## config.mk

```make
export PLATFORM = sky130hd
export DESIGN_NAME = slptc_config
export DESIGN_NICKNAME = d
export VERILOG_FILES = /design/src/common/slptc_pkg.sv /design/src/rtl/slptc_config.sv
export SDC_FILE = /design/constraint.sdc
export NUM_CORES = 1
export LEC_CHECK = 0
export BUFFER_PORTS_ARGS = -buffer_cell sky130_fd_sc_hd__buf_2
export CORE_ASPECT_RATIO = 0.5
export CORE_MARGIN = 2
export CORE_UTILIZATION = 44
export CTS_BUF_LIST = sky130_fd_sc_hd__clkbuf_4 sky130_fd_sc_hd__clkbuf_8
export DETAILED_ROUTE_END_ITERATION = 6
export PLACE_DENSITY = 0.79
export SLEW_MARGIN = 20
export SYNTH_ARGS = -nofsm -noshare
export SYNTH_HDL_FRONTEND = slang
export SYNTH_SLANG_ARGS = --single-unit
```

## constraint.sdc

```tcl
create_clock -name clk -period 1.55 [get_ports clk]
set_clock_uncertainty 0.05 [all_clocks]
set_input_delay 0.0775 -clock clk [delete_from_list [all_inputs] [get_ports clk]]
set_output_delay 0.0775 -clock clk [all_outputs]
set_load 0.05 [all_outputs]
```

## src/common/slptc_pkg.sv

```systemverilog
// Package for the lane polarity and transmit tap configuration slice.
// Assumes a management-register access port of 5-bit device address,
// 16-bit register address and 16-bit data, as used by the device's
// management serial interface.
package slptc_pkg;

   localparam logic [4:0]  DEV_ADDR        = 5'h1E;
   localparam logic [15:0] HS_TAPS_ADDR    = 16'h0005;
   localparam logic [15:0] HS_TAPS_RESET   = 16'h2000;
   localparam logic [15:0] LS_CTRL1_ADDR   = 16'h0006;
   localparam logic [15:0] LS_CTRL1_RESET  = 16'hF115;

   localparam int RX_SWAP_BIT  = 15;
   localparam int TX_SWAP_BIT  = 14;
   localparam int RSVD_BIT     = 13;
   localparam int POST1_MSB    = 12;
   localparam int POST1_LSB    = 8;
   localparam int PRE_MSB      = 7;
   localparam int PRE_LSB      = 4;
   localparam int POST2_MSB    = 3;
   localparam int POST2_LSB    = 0;

   // Register write or read request from the management serial interface.
   typedef struct packed {
      logic        wr;
      logic        rd;
      logic [4:0]  dev;
      logic [15:0] addr;
      logic [15:0] wdata;
   } slptc_req_t;

   // Tap weights in sign-magnitude form, sign in the top bit.
   typedef struct packed {
      logic [4:0] post1;
      logic [3:0] pre;
      logic [3:0] post2;
   } slptc_taps_t;

   // Signed weight in 2.5 percent steps; zero magnitude gives zero.
   typedef struct packed {
      logic signed [5:0] post1;
      logic signed [4:0] pre;
      logic signed [4:0] post2;
   } slptc_steps_t;

endpackage : slptc_pkg

```

## src/rtl/slptc_config.sv

```systemverilog
// Lane polarity and transmit tap configuration registers with data-path inversion.
// Assumes requests arrive already decoded from the management serial interface,
// synchronous to clk, and that lane data words are on the same clock.
`timescale 1ns/10ps
module slptc_config #(
   parameter int LANE_W = 20
) (
   input  wire logic                  clk,
   input  wire logic                  rst_n,
   input  wire slptc_pkg::slptc_req_t req,
   output logic                       rd_valid,
   output logic [15:0]                rd_data,
   input  wire logic [LANE_W-1:0]     rx_lane_in,
   output logic [LANE_W-1:0]          rx_lane_out,
   input  wire logic [LANE_W-1:0]     tx_lane_in,
   output logic [LANE_W-1:0]          tx_lane_out,
   output logic                       rx_polarity_swap,
   output logic                       tx_polarity_swap,
   output slptc_pkg::slptc_taps_t     tap_code,
   output slptc_pkg::slptc_steps_t    tap_steps,
   output logic [15:0]                ls_lane_control_one
);

   logic [15:0]         hs_ff,    nxt_hs;
   logic [15:0]         ls_ff,    nxt_ls;
   logic                rdv_ff,   nxt_rdv;
   logic [15:0]         rdd_ff,   nxt_rdd;
   logic [LANE_W-1:0]   rxo_ff,   nxt_rxo;
   logic [LANE_W-1:0]   txo_ff,   nxt_txo;
   logic                sel_dev;
   logic                hit_hs;
   logic                hit_ls;

   // Converts a sign-magnitude code to two's complement steps.
   function automatic logic signed [5:0] sm_to_steps(input logic sgn,
                                                     input logic [3:0] mag);
      logic signed [5:0] v;
      v = $signed({2'h0, mag});
      sm_to_steps = (sgn && (mag != 4'h0)) ? -v : v;
   endfunction : sm_to_steps

   assign sel_dev = (req.dev == slptc_pkg::DEV_ADDR);
   assign hit_hs  = sel_dev && (req.addr == slptc_pkg::HS_TAPS_ADDR);
   assign hit_ls  = sel_dev && (req.addr == slptc_pkg::LS_CTRL1_ADDR);

   always_comb begin
      nxt_hs  = hs_ff;
      nxt_ls  = ls_ff;
      nxt_rdv = 1'b0;
      nxt_rdd = rdd_ff;
      // All sixteen bits are plain storage, reserved bit 13 included.
      if (req.wr && hit_hs) begin
         nxt_hs = req.wdata;
      end
      if (req.wr && hit_ls) begin
         nxt_ls = req.wdata;
      end
      if (req.rd) begin
         nxt_rdv = 1'b1;
         // Unmapped addresses read as zero so a stray read is harmless.
         nxt_rdd = hit_hs ? hs_ff : (hit_ls ? ls_ff : 16'h0000);
      end
   end

   always_ff @(posedge clk) begin
      if (!rst_n) begin
         hs_ff  <= slptc_pkg::HS_TAPS_RESET;
         ls_ff  <= slptc_pkg::LS_CTRL1_RESET;
         rdv_ff <= 1'b0;
         rdd_ff <= 16'h0000;
      end else begin
         hs_ff  <= nxt_hs;
         ls_ff  <= nxt_ls;
         rdv_ff <= nxt_rdv;
         rdd_ff <= nxt_rdd;
      end
   end

   // The data path uses the stored bits, so the new polarity is in force on
   // the first data word registered after the write edge.
   always_comb begin
      nxt_rxo = hs_ff[slptc_pkg::RX_SWAP_BIT] ? ~rx_lane_in : rx_lane_in;
      nxt_txo = hs_ff[slptc_pkg::TX_SWAP_BIT] ? ~tx_lane_in : tx_lane_in;
   end

   always_ff @(posedge clk) begin
      if (!rst_n) begin
         rxo_ff <= '0;
         txo_ff <= '0;
      end else begin
         rxo_ff <= nxt_rxo;
         txo_ff <= nxt_txo;
      end
   end

   assign rd_valid            = rdv_ff;
   assign rd_data             = rdd_ff;
   assign rx_lane_out         = rxo_ff;
   assign tx_lane_out         = txo_ff;
   assign rx_polarity_swap    = hs_ff[slptc_pkg::RX_SWAP_BIT];
   assign tx_polarity_swap    = hs_ff[slptc_pkg::TX_SWAP_BIT];
   assign ls_lane_control_one = ls_ff;
   assign tap_code.post1 = hs_ff[slptc_pkg::POST1_MSB:slptc_pkg::POST1_LSB];
   assign tap_code.pre   = hs_ff[slptc_pkg::PRE_MSB:slptc_pkg::PRE_LSB];
   assign tap_code.post2 = hs_ff[slptc_pkg::POST2_MSB:slptc_pkg::POST2_LSB];
   // Each magnitude tops out at its field width: 15 steps for the first
   // post tap, 7 for the other two; negative zero collapses to zero.
   assign tap_steps.post1 = sm_to_steps(tap_code.post1[4], tap_code.post1[3:0]);
   assign tap_steps.pre   = 5'(sm_to_steps(tap_code.pre[3], {1'b0, tap_code.pre[2:0]}));
   assign tap_steps.post2 = 5'(sm_to_steps(tap_code.post2[3],
                                           {1'b0, tap_code.post2[2:0]}));
endmodule : slptc_config

```

==> flow_summary.json <==
{
  "hp-class": "in -> reg",
  "p_leak_nw": 2.86,
  "finalWeightedCongestion": 0.819,
  "die_h_um": 71.2,
  "drcViolationCount": 0,
  "required_ns": 1.42,
  "initial_utilization_pct": 45.5,
  "row_count": 24,
  "yosysSeqAreaShare_pct": 44.8,
  "layout_common_cells": "buf_2 (171), dfxtp_1 (83), dlygate4sd3_1 (55)",
  "clockBufferDepth": 2,
  "critPathArrivalTime_ns": 1.63,
  "dp_hpwl_um": 7210,
  "wl_per_cell_um": 14.4,
  "grt_start_max_net_pins": 45,
  "port_buffers": 184,
  "p_int_mw": 3.68,
  "antenna_found_initial": 0,
  "via_per_inst": 4.88,
  "diodes": 0,
  "die_x_um": 138,
  "clock_sinks": 89,
  "max_slew_margin_pct": 65.2,
  "cts_tree": "done",
  "maxCapViolCount": 0,
  "endpoint_kind": "output port",
  "r2r_setup_slack_ns": 0.43,
  "min_period_ns": 1.75,
  "ys_ff_latch": 89,
  "power_density_nw_per_um2": 806,
  "ys.flop_type": "dfxtp_1",
  "io_pins": 185,
  "grt_pass1_vias": 3660,
  "gr-total-overflow": 0,
  "global_route.usage.total_pct": 22.4,
  "rsz0062_at_grt": "yes",
  "ir_drop_mv": 0.574,
  "fin_setup_tns_ns": -1.50,
  "multi_input_area_um2": 2070,
  "htreeDepth": 3,
  "period_share_pct": 113,
  "synth_area_um2": 3970,
  "worst-path-max-fanout": 6,
  "fin_ws_ns": -0.205,
  "syn_avg_cell_area_um2": 9.33,
  "ys_warn_count": 0,
  "final_common_cell": "buf_2",
  "numCtsBuffers": 9,
  "p_sw_share_pct": 25.9,
  "syn_nets": 512,
  "synth-edff-count": 0,
  "postRouteAntennaNets": 0,
  "clk_latency_ns": 0.35,
  "tightest_slew_ns": 0.521,
  "ys_async_sr_fraction_pct": 0,
  "hold_viol_final": 0,
  "final_util_pct": 70.5,
  "dr.pass1.iters": 4,
  "filler_cell_count": 669,
  "cts.clk_slew.worst_paths_ns": 0.09,
  "fin_nets": 746,
  "synth_cell_type_count": 38,
  "p_clk_share_pct": 36.5,
  "seqPwrFrac_pct": 48.0,
  "drt-total-wl_um": 11200,
  "net-switching-power_mw": 1.29,
  "status": "finished, violations left",
  "root_buffer": "clkbuf_8",
  "regArea_um2": 1790,
  "comb_power_share_pct": 15.5,
  "setup_viol": 9,
  "core-area_um2": 8740,
  "area_delta_synth_final_pct": 55.0,
  "via_count": 3817,
  "path_class": "reg -> out",
  "drive_gt1_share_pct": 42.6,
  "violations": "negative setup slack",
  "max_freq_ghz": 0.570,
  "critPathLaunchType": "flop",
  "drt_iter0_drc": 284,
  "synth_cells": 426,
  "grt_pass1_wl_um": 17600,
  "slew_violations": 0,
  "design.die.area_um2": 9850
}
## cell type report
type | count | area share, %
tap | 117 | 2.38
sequential | 89 | 29.1
clock buffer | 12 | 2.58
timing repair buffer | 272 | 30.6
multi-input combinational | 279 | 33.6
inverter | 9 | 0.589
clock inverter | 4 | 1.20
## repair_timing
action,4_1_cts,5_1_grt
hold endpoints to repair,70,0
gates cloned,0,0
hold buffers,55,0
setup buffers,5,3
pin swaps,5,5
setup endpoints to repair,13,13
gates resized for setup,42,10
## synth_stat cells (4+ instances only)
cell type	n	share of area [%]
a31oi_1	16	2.5
and2_1	42	6.6
buf_1	4	0.38
buf_2	5	0.63
buf_4	16	3.0
buf_6	4	1.1
clkbuf_1	19	1.8
dfxtp_1	89	45
ha_1	5	1.6
inv_1	9	0.85
mux2i_1	25	6.3
nand2_1	46	4.3
nand3_1	40	5.0
nand4_1	7	1.1
o21ai_0	22	2.8
o31ai_1	8	1.5
xor2_1	40	8.8
## registers in the layout (all words and copies together), names as in the netlist
name	count
hs_ff	16
ls_lane_control_one	16
rd_data	16
rd_valid	1
rx_lane_out	20
tx_lane_out	20
## logic make-up after synthesis
family / after synthesis / share of synthesized area, %
buf+inv: 58 / 8.15
flops: 89 / 44.8
fa+ha+maj: 5 / 1.57
simple gates: 158 / 22.4
compound gates: 49 / 7.37
mux: 26 / 6.58
xor+xnor: 41 / 9.04
## path summary, 6_finish.rpt
kind | depth (start not counted) | to | from
hold / removal | 3 | rd_data[12] | rst_n
setup / recovery | 7 | tap_steps[7] | hs_ff[5]
hold reg to reg | 2 | ls_lane_control_one[3] | ls_lane_control_one[3]
setup reg to reg | 3 | rx_lane_out[12] | hs_ff[15]
## layer usage
layer  up-vias  global-route usage [%]  share of wire (%)
met5         -                       0                  0
met2       127                    41.6                 51
met3        27                    4.54                4.9
li1       1888                       -                  -
met4         0                    9.07                2.3
met1      1775                    25.6                 42
## worst max-delay path, stage by stage, from the launching register on
cell and delay [ns]:
dfxtp_2 0.37, inv_4 0.04, ha_4 0.15, ha_4 0.15
nor2b_4 0.19, buf_4 0.16, o21ai_4 0.05, buf_6 0.15
## power by group through the flow
stage | sequential (mW) | combinational, mW | clock (mW)
detailed placement | 2.44 | 0.654 | 0
floorplan | 2.71 | 0.154 | 0
global placement | 2.43 | 0.644 | 0
finish | 2.38 | 0.768 | 1.81
CTS | 2.38 | 0.764 | 1.86
global route | 2.39 | 0.814 | 1.95
## metrics by stage
stage | power [mW] | instance area [um^2] | worst slack (ns) | hold slack [ns] | cells
floorplan | 2.86 | 4130 | -0.0827 | 0.162 | 426
CTS | 5.00 | 6100 | -0.241 | 0.0212 | 779
finish | 4.96 | 6160 | -0.205 | 0.0379 | 782
detailed placement | 3.09 | 5150 | -0.259 | 0.295 | 703
global placement | 3.08 | 5150 | -0.205 | 0.285 | 703
global route | 5.15 | 6160 | -0.278 | 0.0238 | 782
(Power assumes the default switching activity.)
